[config.mk]
export PLATFORM = sky130hd
export DESIGN_NAME = ptm_pair
export DESIGN_NICKNAME = d
export VERILOG_FILES = /design/src/design/ptm_pkg.sv /design/src/design/ptm_pair.sv
export VERILOG_INCLUDE_DIRS = /design/src /design/src/design
export SDC_FILE = /design/constraint.sdc
export NUM_CORES = 1
export LEC_CHECK = 0
export BUFFER_PORTS_ARGS = -buffer_cell sky130_fd_sc_hd__buf_2
export CAP_MARGIN = 20
export CORE_ASPECT_RATIO = 1.2
export CORE_MARGIN = 3
export CORE_UTILIZATION = 50
export DETAILED_ROUTE_END_ITERATION = 7
export MAX_ROUTING_LAYER = met4
export PLACE_DENSITY = 0.72
export REMOVE_ABC_BUFFERS = 1
export SLEW_MARGIN = 20
export SYNTH_ARGS = -nofsm -noshare
export SYNTH_HDL_FRONTEND = slang
export SYNTH_HIERARCHICAL = 1
export SYNTH_SLANG_ARGS = --single-unit
[constraint.sdc]
create_clock -name clk_i -period 6.4 [get_ports clk_i]
set_clock_uncertainty 0.15 [all_clocks]
set_input_delay 1.28 -clock clk_i [delete_from_list [all_inputs] [get_ports clk_i]]
set_output_delay 1.28 -clock clk_i [all_outputs]
set_load 0.02 [all_outputs]
[src/design/ptm_regs.svh]
`ifndef PTM_REGS_SVH
`define PTM_REGS_SVH

// Register word addresses on the plain register port.
`define PTM_ADDR_CTRL_EVEN 4'h0
`define PTM_ADDR_CTRL_ODD  4'h1
`define PTM_ADDR_CNT_EVEN  4'h2
`define PTM_ADDR_CNT_ODD   4'h3
`define PTM_ADDR_PER_EVEN  4'h4
`define PTM_ADDR_PER_ODD   4'h5
`define PTM_ADDR_STATUS    4'h6
`define PTM_ADDR_MASK      4'h7

// Control register field positions.
`define PTM_BIT_RUN    15
`define PTM_BIT_IDLE   13
`define PTM_BIT_GATE   6
`define PTM_BIT_PSC_HI 5
`define PTM_BIT_PSC_LO 4
`define PTM_BIT_JOIN   3
`define PTM_BIT_CLKSRC 1

// Writable bits of each control register; all others read as zero.
`define PTM_CTRL_WMASK_EVEN 16'hA07A
`define PTM_CTRL_WMASK_ODD  16'hA072

// Status and mask register bit positions.
`define PTM_ST_EVEN 0
`define PTM_ST_ODD  1

// Reset values.
`define PTM_CTRL_RST   16'h0000
`define PTM_COUNT_RST  16'h0000
`define PTM_PERIOD_RST 16'hFFFF
`define PTM_FLAGS_RST  2'h0

// Prescale select codes and their last prescale count.
`define PTM_PSC_1   2'h0
`define PTM_PSC_8   2'h1
`define PTM_PSC_64  2'h2
`define PTM_PSC_256 2'h3
`define PTM_LAST_1   8'h00
`define PTM_LAST_8   8'h07
`define PTM_LAST_64  8'h3F
`define PTM_LAST_256 8'hFF

`endif

[src/design/ptm_pkg.sv]
package ptm_pkg;

  // Decoded fields of one timer control register.
  typedef struct packed {
    logic       run_bit;
    logic       idle_halt_select;
    logic       gated_accumulate_enable;
    logic [1:0] prescale_select;
    logic       pair_join_select;
    logic       clock_source_select;
  } ptm_ctrl_t;

  // Count events produced by one timer channel.
  typedef struct packed {
    logic tick;
    logic gate_fall;
  } ptm_evt_t;

endpackage

[src/design/ptm_pair.sv]
// The address map and strobed register access were chosen for this implementation.
`timescale 1ns/10ps
`include "ptm_regs.svh"

module ptm_chan
  import ptm_pkg::*;
(
  input  wire logic      clk_i,
  input  wire logic      srst_i,
  input  wire logic      ce_i,
  input  wire ptm_ctrl_t ctrl_i,
  input  wire logic      idle_i,
  input  wire logic      ext_i,
  input  wire logic      gate_i,
  input  wire logic      psc_clr_i,
  output ptm_evt_t       evt_o
);

  logic       ext_q;
  logic       gate_q;
  logic [7:0] psc_cnt;
  logic [7:0] psc_last;

  wire active    = ctrl_i.run_bit & ~(ctrl_i.idle_halt_select & idle_i);
  wire gated     = ctrl_i.gated_accumulate_enable & ~ctrl_i.clock_source_select;
  wire ext_rise  = ext_i & ~ext_q;
  // The external source is sampled on clk_i, so counting stays synchronous.
  wire src_pulse = ctrl_i.clock_source_select ? ext_rise : (~gated | gate_i);
  wire psc_done  = psc_cnt == psc_last;

  assign psc_last = (ctrl_i.prescale_select == `PTM_PSC_256) ? `PTM_LAST_256 :
                    (ctrl_i.prescale_select == `PTM_PSC_64)  ? `PTM_LAST_64  :
                    (ctrl_i.prescale_select == `PTM_PSC_8)   ? `PTM_LAST_8   :
                    `PTM_LAST_1;

  assign evt_o.tick      = ce_i & active & src_pulse & psc_done & ~psc_clr_i;
  assign evt_o.gate_fall = ce_i & active & gated & gate_q & ~gate_i;

  always_ff @(posedge clk_i) begin
    if (srst_i) begin
      ext_q  <= 1'b0;
      gate_q <= 1'b0;
    end else if (ce_i) begin
      ext_q  <= ext_i;
      gate_q <= gate_i;
    end
  end

  // A stopped timer also drops its partial prescale count.
  always_ff @(posedge clk_i) begin
    if (srst_i) begin
      psc_cnt <= 8'h00;
    end else if (ce_i) begin
      if (psc_clr_i || !active) begin
        psc_cnt <= 8'h00;
      end else if (src_pulse) begin
        psc_cnt <= psc_done ? 8'h00 : psc_cnt + 8'h01;
      end
    end
  end

endmodule

module ptm_pair
  import ptm_pkg::*;
#(
  parameter bit LOWER_PAIR = 1'b1
)
(
  input  wire logic        clk_i,
  input  wire logic        srst_i,
  input  wire logic        ce_i,
  input  wire logic [3:0]  addr_i,
  input  wire logic [15:0] wdata_i,
  input  wire logic        wr_i,
  input  wire logic        rd_i,
  output logic      [15:0] rdata_o,
  input  wire logic        idle_i,
  input  wire logic        external_count_input_i,
  input  wire logic        gate_i,
  input  wire logic        odd_external_count_input_i,
  input  wire logic        odd_gate_i,
  output logic             irq_o,
  output logic             conv_trigger_o
);

  logic [15:0] ctrl_even;
  logic [15:0] ctrl_odd;
  logic [15:0] cnt_even;
  logic [15:0] cnt_odd;
  logic [15:0] per_even;
  logic [15:0] per_odd;
  logic [1:0]  status;
  logic [1:0]  mask;
  logic [15:0] next_cnt_even;
  logic [15:0] next_cnt_odd;
  logic [15:0] rd_mux;
  ptm_ctrl_t   cf_even;
  ptm_ctrl_t   cf_odd;
  ptm_evt_t    ev_even;
  ptm_evt_t    ev_odd;

  assign cf_even = '{run_bit:                 ctrl_even[`PTM_BIT_RUN],
                     idle_halt_select:        ctrl_even[`PTM_BIT_IDLE],
                     gated_accumulate_enable: ctrl_even[`PTM_BIT_GATE],
                     prescale_select:         ctrl_even[`PTM_BIT_PSC_HI:`PTM_BIT_PSC_LO],
                     pair_join_select:        ctrl_even[`PTM_BIT_JOIN],
                     clock_source_select:     ctrl_even[`PTM_BIT_CLKSRC]};
  assign cf_odd  = '{run_bit:                 ctrl_odd[`PTM_BIT_RUN],
                     idle_halt_select:        ctrl_odd[`PTM_BIT_IDLE],
                     gated_accumulate_enable: ctrl_odd[`PTM_BIT_GATE],
                     prescale_select:         ctrl_odd[`PTM_BIT_PSC_HI:`PTM_BIT_PSC_LO],
                     pair_join_select:        1'b0,
                     clock_source_select:     ctrl_odd[`PTM_BIT_CLKSRC]};

  wire joined = cf_even.pair_join_select;

  // Register port decode.
  wire wr_ctrl_e = wr_i && (addr_i == `PTM_ADDR_CTRL_EVEN);
  wire wr_ctrl_o = wr_i && (addr_i == `PTM_ADDR_CTRL_ODD);
  wire wr_cnt_e  = wr_i && (addr_i == `PTM_ADDR_CNT_EVEN);
  wire wr_cnt_o  = wr_i && (addr_i == `PTM_ADDR_CNT_ODD);
  wire wr_per_e  = wr_i && (addr_i == `PTM_ADDR_PER_EVEN);
  wire wr_per_o  = wr_i && (addr_i == `PTM_ADDR_PER_ODD);
  wire wr_mask   = wr_i && (addr_i == `PTM_ADDR_MASK);
  wire rd_status = rd_i && (addr_i == `PTM_ADDR_STATUS);

  // The odd prescaler is left alone while joined, since its controls are dead.
  wire clr_psc_e = wr_ctrl_e & cf_even.run_bit;
  wire clr_psc_o = wr_ctrl_o & cf_odd.run_bit & ~joined;

  ptm_chan u_even (
    .clk_i     (clk_i),
    .srst_i    (srst_i),
    .ce_i      (ce_i),
    .ctrl_i    (cf_even),
    .idle_i    (idle_i),
    .ext_i     (external_count_input_i),
    .gate_i    (gate_i),
    .psc_clr_i (clr_psc_e),
    .evt_o     (ev_even)
  );

  ptm_chan u_odd (
    .clk_i     (clk_i),
    .srst_i    (srst_i),
    .ce_i      (ce_i),
    .ctrl_i    (cf_odd),
    .idle_i    (idle_i),
    .ext_i     (odd_external_count_input_i),
    .gate_i    (odd_gate_i),
    .psc_clr_i (clr_psc_o),
    .evt_o     (ev_odd)
  );

  wire [31:0] cnt32   = {cnt_odd, cnt_even};
  wire [31:0] per32   = {per_odd, per_even};
  wire        hit32   = cnt32 == per32;
  wire        hit_e   = cnt_even == per_even;
  wire        hit_o   = cnt_odd == per_odd;
  wire [31:0] inc32   = hit32 ? 32'h0000_0000 : cnt32 + 32'h0000_0001;
  wire        tick32  = joined & ev_even.tick;
  wire        tick_e  = ~joined & ev_even.tick;
  wire        tick_o  = ~joined & ev_odd.tick;
  wire        gated_e = cf_even.gated_accumulate_enable & ~cf_even.clock_source_select;
  wire        gated_o = cf_odd.gated_accumulate_enable & ~cf_odd.clock_source_select;
  wire        match32 = tick32 & hit32;
  wire        match_e = tick_e & hit_e;
  wire        match_o = tick_o & hit_o;

  // Gated mode flags the gate's falling edge, not the period match.
  wire evt_e = ~joined & (gated_e ? ev_even.gate_fall : match_e);
  wire evt_o = joined ? (gated_e ? ev_even.gate_fall : match32)
                      : (gated_o ? ev_odd.gate_fall : match_o);
  wire trig_evt = LOWER_PAIR & (joined ? match32 : match_o);

  always_comb begin
    next_cnt_even = cnt_even;
    next_cnt_odd  = cnt_odd;
    if (tick32) begin
      next_cnt_even = inc32[15:0];
      next_cnt_odd  = inc32[31:16];
    end
    if (tick_e) begin
      next_cnt_even = hit_e ? 16'h0000 : cnt_even + 16'h0001;
    end
    if (tick_o) begin
      next_cnt_odd = hit_o ? 16'h0000 : cnt_odd + 16'h0001;
    end
    if (wr_cnt_e) begin
      next_cnt_even = wdata_i;
    end
    if (wr_cnt_o) begin
      next_cnt_odd = wdata_i;
    end
  end

  // Set beats the read-clear, so an event in the read cycle survives.
  wire [1:0] next_status = (status & ~{2{rd_status}}) | {evt_o, evt_e};

  assign rd_mux = (addr_i == `PTM_ADDR_CTRL_EVEN) ? ctrl_even :
                  (addr_i == `PTM_ADDR_CTRL_ODD)  ? ctrl_odd  :
                  (addr_i == `PTM_ADDR_CNT_EVEN)  ? cnt_even  :
                  (addr_i == `PTM_ADDR_CNT_ODD)   ? cnt_odd   :
                  (addr_i == `PTM_ADDR_PER_EVEN)  ? per_even  :
                  (addr_i == `PTM_ADDR_PER_ODD)   ? per_odd   :
                  (addr_i == `PTM_ADDR_STATUS)    ? {14'h0000, status} :
                  (addr_i == `PTM_ADDR_MASK)      ? {14'h0000, mask} :
                  16'h0000;

  assign irq_o = |(status & mask);

  always_ff @(posedge clk_i) begin
    if (srst_i) begin
      ctrl_even <= `PTM_CTRL_RST;
      ctrl_odd  <= `PTM_CTRL_RST;
      per_even  <= `PTM_PERIOD_RST;
      per_odd   <= `PTM_PERIOD_RST;
      mask      <= `PTM_FLAGS_RST;
    end else if (ce_i) begin
      if (wr_ctrl_e) ctrl_even <= wdata_i & `PTM_CTRL_WMASK_EVEN;
      if (wr_ctrl_o) ctrl_odd  <= wdata_i & `PTM_CTRL_WMASK_ODD;
      if (wr_per_e)  per_even  <= wdata_i;
      if (wr_per_o)  per_odd   <= wdata_i;
      if (wr_mask)   mask      <= wdata_i[1:0];
    end
  end

  always_ff @(posedge clk_i) begin
    if (srst_i) begin
      cnt_even       <= `PTM_COUNT_RST;
      cnt_odd        <= `PTM_COUNT_RST;
      status         <= `PTM_FLAGS_RST;
      rdata_o        <= 16'h0000;
      conv_trigger_o <= 1'b0;
    end else if (ce_i) begin
      cnt_even       <= next_cnt_even;
      cnt_odd        <= next_cnt_odd;
      status         <= next_status;
      rdata_o        <= rd_i ? rd_mux : 16'h0000;
      conv_trigger_o <= trig_evt;
    end
  end

  wire no_cnt_wr = ~wr_cnt_e & ~wr_cnt_o;
endmodule

==> impl_metrics.env, run 1 <==
export IMPL_min_path_type="flip-flop to flip-flop"
export IMPL_clk_latency_ns=0.43
export IMPL_max_stage_delay_ns=0.80
export IMPL_gr_usage_met2_pct=45.3
export IMPL_cts_resized=0
export IMPL_irDropWorstVdd_mv=0.224
export IMPL_globalRouteOverflowTotal=0
export IMPL_post_cts_buffers=0
export IMPL_leakage_nw=2.84
export IMPL_wl_per_cell_um=20.4
export IMPL_clock_sinks=118
export IMPL_cpMostUsedCell="nand2_1"
export IMPL_n_antenna_cell=0
export IMPL_io_buffers=47
export IMPL_hold_viol=0
export IMPL_pin_count=48
export IMPL_cts_root_buf="clkbuf_16"
export IMPL_crit_family="simple AND/OR/NAND/NOR gates"
export IMPL_fmax_mhz=235
export IMPL_outcome="completed"
export IMPL_max_slew_margin_rel_pct=34.1
export IMPL_cts_tree="yes"
export IMPL_die_h_um=135
export IMPL_die_area_mm2=0.0153
export IMPL_synth_area_mm2=0.00693
export IMPL_cap_violations=0
export IMPL_endpoint_kind="flip-flop"
export IMPL_num_vias=6812
export IMPL_syn_instance_count=866
export IMPL_core_area_mm2=0.0134
export IMPL_drt_pass1_iter_count=6
export IMPL_p_clk_share_pct=53.4
export IMPL_grt_pass1_vias=6245
export IMPL_drtIter0Drc=946
export IMPL_viasPerCell=6.49
export IMPL_worstPathRequired_ns=6.58
export IMPL_fin_tns_setup_ns=0
export IMPL_p_comb_share_pct=6.3
export IMPL_top_usage_layer="met2"
export IMPL_syn_to_final_growth_pct=11.4
export IMPL_antenna_found_initial=0
export IMPL_yosysWarnings=6
export IMPL_start_util_pct=51.7
export IMPL_fin_crit_ns=4.25
export IMPL_nNetsFinal=903
export IMPL_regArea_mm2=0.00236
export IMPL_worstPathCellList="buf_2, or3_1, nor2_1, and3_1, or2_1, nor3_1, nand2_1, nand2_1, nand3_1, o22ai_1, nand2b_1, o32ai_1"
export IMPL_seq_power_share_pct=40.3
export IMPL_grt_pass1_wl_um=33900
export IMPL_path_max_fanout=11
export IMPL_power_density_mw_per_mm2=245
export IMPL_cts_buffers=17
export IMPL_dp_hpwl_um=14400
export IMPL_use_met1_pct=36.2
export IMPL_report_final_slew_viol_count=0
export IMPL_gr_usage_all_layers_pct=29.0
export IMPL_worst_slew_pin_slew_ns=0.981
export IMPL_place_congestion=0.916
export IMPL_grt_max_degree=80
export IMPL_totalWireLength_um=21500
export IMPL_crit_type="input port to flip-flop"
export IMPL_drc_errors=0
export IMPL_fp_dieW_um=114
export IMPL_multi_input_area_mm2=0.00419
export IMPL_rsz0062_at_grt="false"
export IMPL_final_cell_mix="nand2_1 (118), dfxtp_1 (118), nor2_1 (71)"
export IMPL_p_int_w=0.00145
export IMPL_htree_levels=4
export IMPL_antenna_left=0
export IMPL_crit_buf_inv=1
export IMPL_switchingPower_w=0.000445
export IMPL_fin_crit_sh_pct=66.4
export IMPL_clk_pin_slew_ns=0.05
export IMPL_worstPathArrival_ns=4.43
export IMPL_slowest_stage="nor3_1"
export IMPL_startpoint_type="input port"
export IMPL_use_met3_pct=6.72
export IMPL_setup_viol=0
export IMPL_holdBufCountCts=0
export IMPL_avgSynthCellArea_um2=8.01
export IMPL_nFillCells=1245
export IMPL_layout_drive_gt1_share_pct=11.9
export IMPL_utilization_pct=57.6
export IMPL_cts_buffer_depth=2
export IMPL_swShare_pct=23.5
export IMPL_rows=46
-- worst min-delay path, delay by kind of cell, from the launching register on --
kind            cells  cell delay, ns
compound gates      1            0.05
simple gates        1            0.06
flops               1            0.30
-- worst paths after layout --
check | from | to | slack (ns) | depth (start not counted)
worst max register to register | u_even/psc_cnt[2] | cnt_odd[8] | 2.96 | 10
worst min-delay path | rdata_o[0] | rdata_o[0] | 0.31 | 2
worst min register to register | rdata_o[0] | rdata_o[0] | 0.31 | 2
worst max-delay path | addr_i[1] | cnt_odd[8] | 2.15 | 12
-- registers in the layout, indices dropped and copies added, names as in the netlist, 2 cells and up --
register and flops:
u_even/psc_cnt 8, mask 2, u_odd/psc_cnt 8, per_even 16, cnt_even 16, ctrl_even 7, ctrl_odd 6, cnt_odd 16
status 2, per_odd 16, rdata_o 16
-- area by class of cell --
class	instances	area share, %
repair buffers	54	3.76
clock buffers	20	5.78
inverters	12	0.583
well taps	168	2.72
clock inverters	12	2.30
flip-flops and latches	118	30.6
multi-input cells	666	54.3
-- stage by stage --
| step | total power [W] | area, um^2 | setup WS [ns] | hold WS [ns] | instances |
|---|---|---|---|---|---|
| final | 0.00189 | 7720 | 2.15 | 0.309 | 1050 |
| after global routing | 0.00194 | 7720 | 1.84 | 0.347 | 1050 |
| after CTS | 0.00190 | 7720 | 2.22 | 0.315 | 1050 |
| after detailed placement | 0.000893 | 7100 | 1.78 | 0.306 | 1018 |
| after global placement | 0.000892 | 7100 | 1.90 | 0.300 | 1018 |
| after floorplan | 0.000831 | 6600 | 2.69 | 0.303 | 796 |
-- power by group through the flow --
stage                     clock (W)  sequential, W  combinational (W)
final                       0.00101       0.000761           0.000119
after global routing        0.00105       0.000762           0.000129
after CTS                   0.00102       0.000761           0.000117
after detailed placement          0       0.000776           0.000116
after global placement            0       0.000776           0.000116
after floorplan                   0       0.000773          0.0000571
-- metal layers --
metal | vias to the layer above | wire [um]
li1 | 3168 | -
met3 | 53 | 1720
met5 | - | 0
met1 | 3248 | 8900
met4 | 0 | 679
met2 | 343 | 10100
Power figures use the tool's default switching activity.
==> inputs of run 2 (changes only) <==
--- a/config.mk
+++ b/config.mk
@@ -6,6 +6,7 @@
 export SDC_FILE = /design/constraint.sdc
 export NUM_CORES = 1
 export LEC_CHECK = 0
+export ABC_AREA = 1
 export BUFFER_PORTS_ARGS = -buffer_cell sky130_fd_sc_hd__buf_2
 export CAP_MARGIN = 20
 export CORE_ASPECT_RATIO = 1.2
==> constraint.sdc (replaced) <==
create_clock -name clk_i -period 4.35 [get_ports clk_i]
set_clock_uncertainty 0.15 [all_clocks]
set_input_delay 0.87 -clock clk_i [delete_from_list [all_inputs] [get_ports clk_i]]
set_output_delay 0.87 -clock clk_i [all_outputs]
set_load 0.02 [all_outputs]
==> run 2 against run 1 <==
  * Routed wire length grew 27%
  * Total power rose by 35%
  * Global-route usage up 1.9 points
  * Register-to-register slack got worse by 1.6 ns
  * First-iteration DRC count decreased by 8.1%
  * Cell count is 51% higher
  * Count of clock-buffer cells in the layout up 3
  * Sequential share of layout area shrank 4.3 points
  * Utilization shrank 0.88 points
  * Setup slack got worse by 1.6 ns
  * Die area rose by 17%
==> impl_metrics.env, run 2 <==
export IMPL_wl_per_cell_um=17.2
export IMPL_grt_pass1_wl_um=42100
export IMPL_antenna_found_initial=0
export IMPL_max_slew_margin_rel_pct=34.8
export IMPL_drtIter0Drc=869
export IMPL_die_area_mm2=0.0179
export IMPL_fin_crit_sh_pct=86.3
export IMPL_die_h_um=146
export IMPL_antenna_left=0
export IMPL_r2r_cells=12
export IMPL_crit_family="simple AND/OR/NAND/NOR gates"
export IMPL_outcome="completed"
export IMPL_irDropWorstVdd_mv=0.233
export IMPL_cpMostUsedCell="nor2_1"
export IMPL_power_density_mw_per_mm2=284
export IMPL_dp_hpwl_um=19400
export IMPL_worst_slew_pin_slew_ns=0.977
export IMPL_grt_pass1_vias=7839
export IMPL_min_path_type="flip-flop to flip-flop"
export IMPL_clk_pin_slew_ns=0.05
export IMPL_rsz0062_at_grt="false"
export IMPL_holdBufCountCts=0
export IMPL_min_to="u_even/ext_q"
export IMPL_worstPathArrival_ns=3.95
export IMPL_startpoint_type="input port"
export IMPL_cts_buffers=17
export IMPL_dp_slack_ns=0.337
export IMPL_pin_count=48
export IMPL_clk_latency_ns=0.42
export IMPL_final_cell_mix="nand2_1 (376), inv_1 (159), nor2_1 (145)"
export IMPL_worstPathRequired_ns=4.55
export IMPL_cts_resized=0
export IMPL_fin_tns_setup_ns=0
export IMPL_hold_viol=0
export IMPL_fp_dieW_um=123
export IMPL_reg2reg_to="cnt_even[10]"
export IMPL_report_final_slew_viol_count=0
export IMPL_layout_commonest_cell="nand2_1"
export IMPL_gr_usage_all_layers_pct=30.9
export IMPL_drt_pass1_iter_count=6
export IMPL_endpoint_kind="flip-flop"
export IMPL_viasPerCell=5.66
export IMPL_cts_buffer_depth=2
export IMPL_cts_root_buf="clkbuf_16"
export IMPL_synth_area_mm2=0.00817
export IMPL_crit_buf_inv=4
export IMPL_setup_slack_ns=0.595
export IMPL_setup_viol=0
export IMPL_avgSynthCellArea_um2=6.05
export IMPL_start_util_pct=51.6
export IMPL_max_stage_delay_ns=0.54
export IMPL_r2r_start="ctrl_even[5]"
export IMPL_globalRouteOverflowTotal=0
export IMPL_fmax_mhz=266
export IMPL_htree_levels=4
export IMPL_rrSetupSlack_ns=1.40
export IMPL_whs_path_depth=2
export IMPL_syn_to_final_growth_pct=9.85
export IMPL_path_max_fanout=22
export IMPL_crit_type="input port to flip-flop"
export IMPL_n_antenna_cell=0
export IMPL_drc_errors=0
export IMPL_io_buffers=47
export IMPL_cts_tree="yes"
export IMPL_rows=50
export IMPL_nNetsFinal=1407
export IMPL_syn_instance_count=1350
export IMPL_min_from="u_even/ext_q"
export IMPL_place_congestion=1.06
export IMPL_layout_drive_gt1_share_pct=12.4
export IMPL_fin_crit_ns=3.76
export IMPL_grt_max_degree=85
export IMPL_yosysWarnings=6
export IMPL_core_area_mm2=0.0158
export IMPL_post_cts_buffers=0
export IMPL_worstPathCellList="buf_2, nor2_1, nand2_1, inv_1, nand2_1, nor2_1, nand3b_1, nor2_1, nand2_1, nor2_1, inv_1, a21oi_2, inv_2, a21oi_1, o21ai_0, a21oi_1"
export IMPL_leakage_nw=4.08
export IMPL_slowest_stage="a21oi_2"
export IMPL_cap_violations=0
export IMPL_num_vias=9003
export IMPL_clock_sinks=118
export IMPL_totalWireLength_um=27300
-- run 2: changes by cell type in the layout (fill, tap and decap cells not counted), sizes merged, moves of 13 or more --
cell and change:
a21oi +84, a222oi -18, inv +166, mux2i -23
nand2 +284, nand2b -13, nand3 +41, nand3b -26
nor2 +100, nor3 -15, o21ai +71, xnor2 -40
-- run 2: worst max-delay path by stage --
stage | from | to | slack [ns] | cells past startpoint
4_1_cts | addr_i[1] | cnt_even[10] | 0.74 | 16
6_report | addr_i[1] | cnt_even[10] | 0.59 | 16
3_3_place_gp | addr_i[2] | cnt_even[15] | 0.37 | 16
3_5_place_dp | addr_i[1] | cnt_even[10] | 0.34 | 16
5_1_grt | addr_i[0] | cnt_even[10] | 0.42 | 16
2_1_floorplan | addr_i[0] | cnt_odd[0] | 0.16 | 16
-- run 2: metal layers --
metal	global-route usage, %	part of all wire [%]	vias up
met3	4.96	6.9	92
met4	14.5	4.6	0
met2	49.1	48	419
met1	38.1	41	4115
met5	-	0	-
li1	-	-	4377
-- run 2: cell type report --
| type | count | area (um^2) |
|---|---|---|
| Fill cell | 1613 | 6850 |
| Multi-Input combinational cell | 999 | 4860 |
| Sequential cell | 118 | 2360 |
| Inverter | 179 | 674 |
| Clock buffer | 23 | 478 |
| Timing Repair Buffer | 58 | 318 |
| Tap cell | 208 | 260 |
| Clock inverter | 5 | 27.5 |
-- run 2: through the flow --
step,cells,util [%],instance area (um^2),power (W),hold slack [ns]
after CTS,1590,56.7,8980,0.00256,0.307
after detailed placement,1562,53.5,8470,0.00131,0.299
after floorplan,1296,-,7880,0.00122,0.279
after global placement,1562,53.5,8470,0.00131,0.293
final,1590,56.7,8980,0.00255,0.307
after global routing,1590,56.7,8980,0.00263,0.330
-- run 2: power by group --
part           internal (W)  switching [W]  leakage, nW
clock              0.000755       0.000499        0.250
sequential          0.00110      0.0000101        0.954
combinational     0.0000542       0.000135         2.87
total               0.00190       0.000645         4.08
-- run 2: tightest hold or removal path, delay by kind of cell, from the launching register on --
kind | cells | cell delay, ns
AOI/OAI and AO/OA | 1 | 0.06
buffers and inverters | 1 | 0.06
DFF | 1 | 0.29
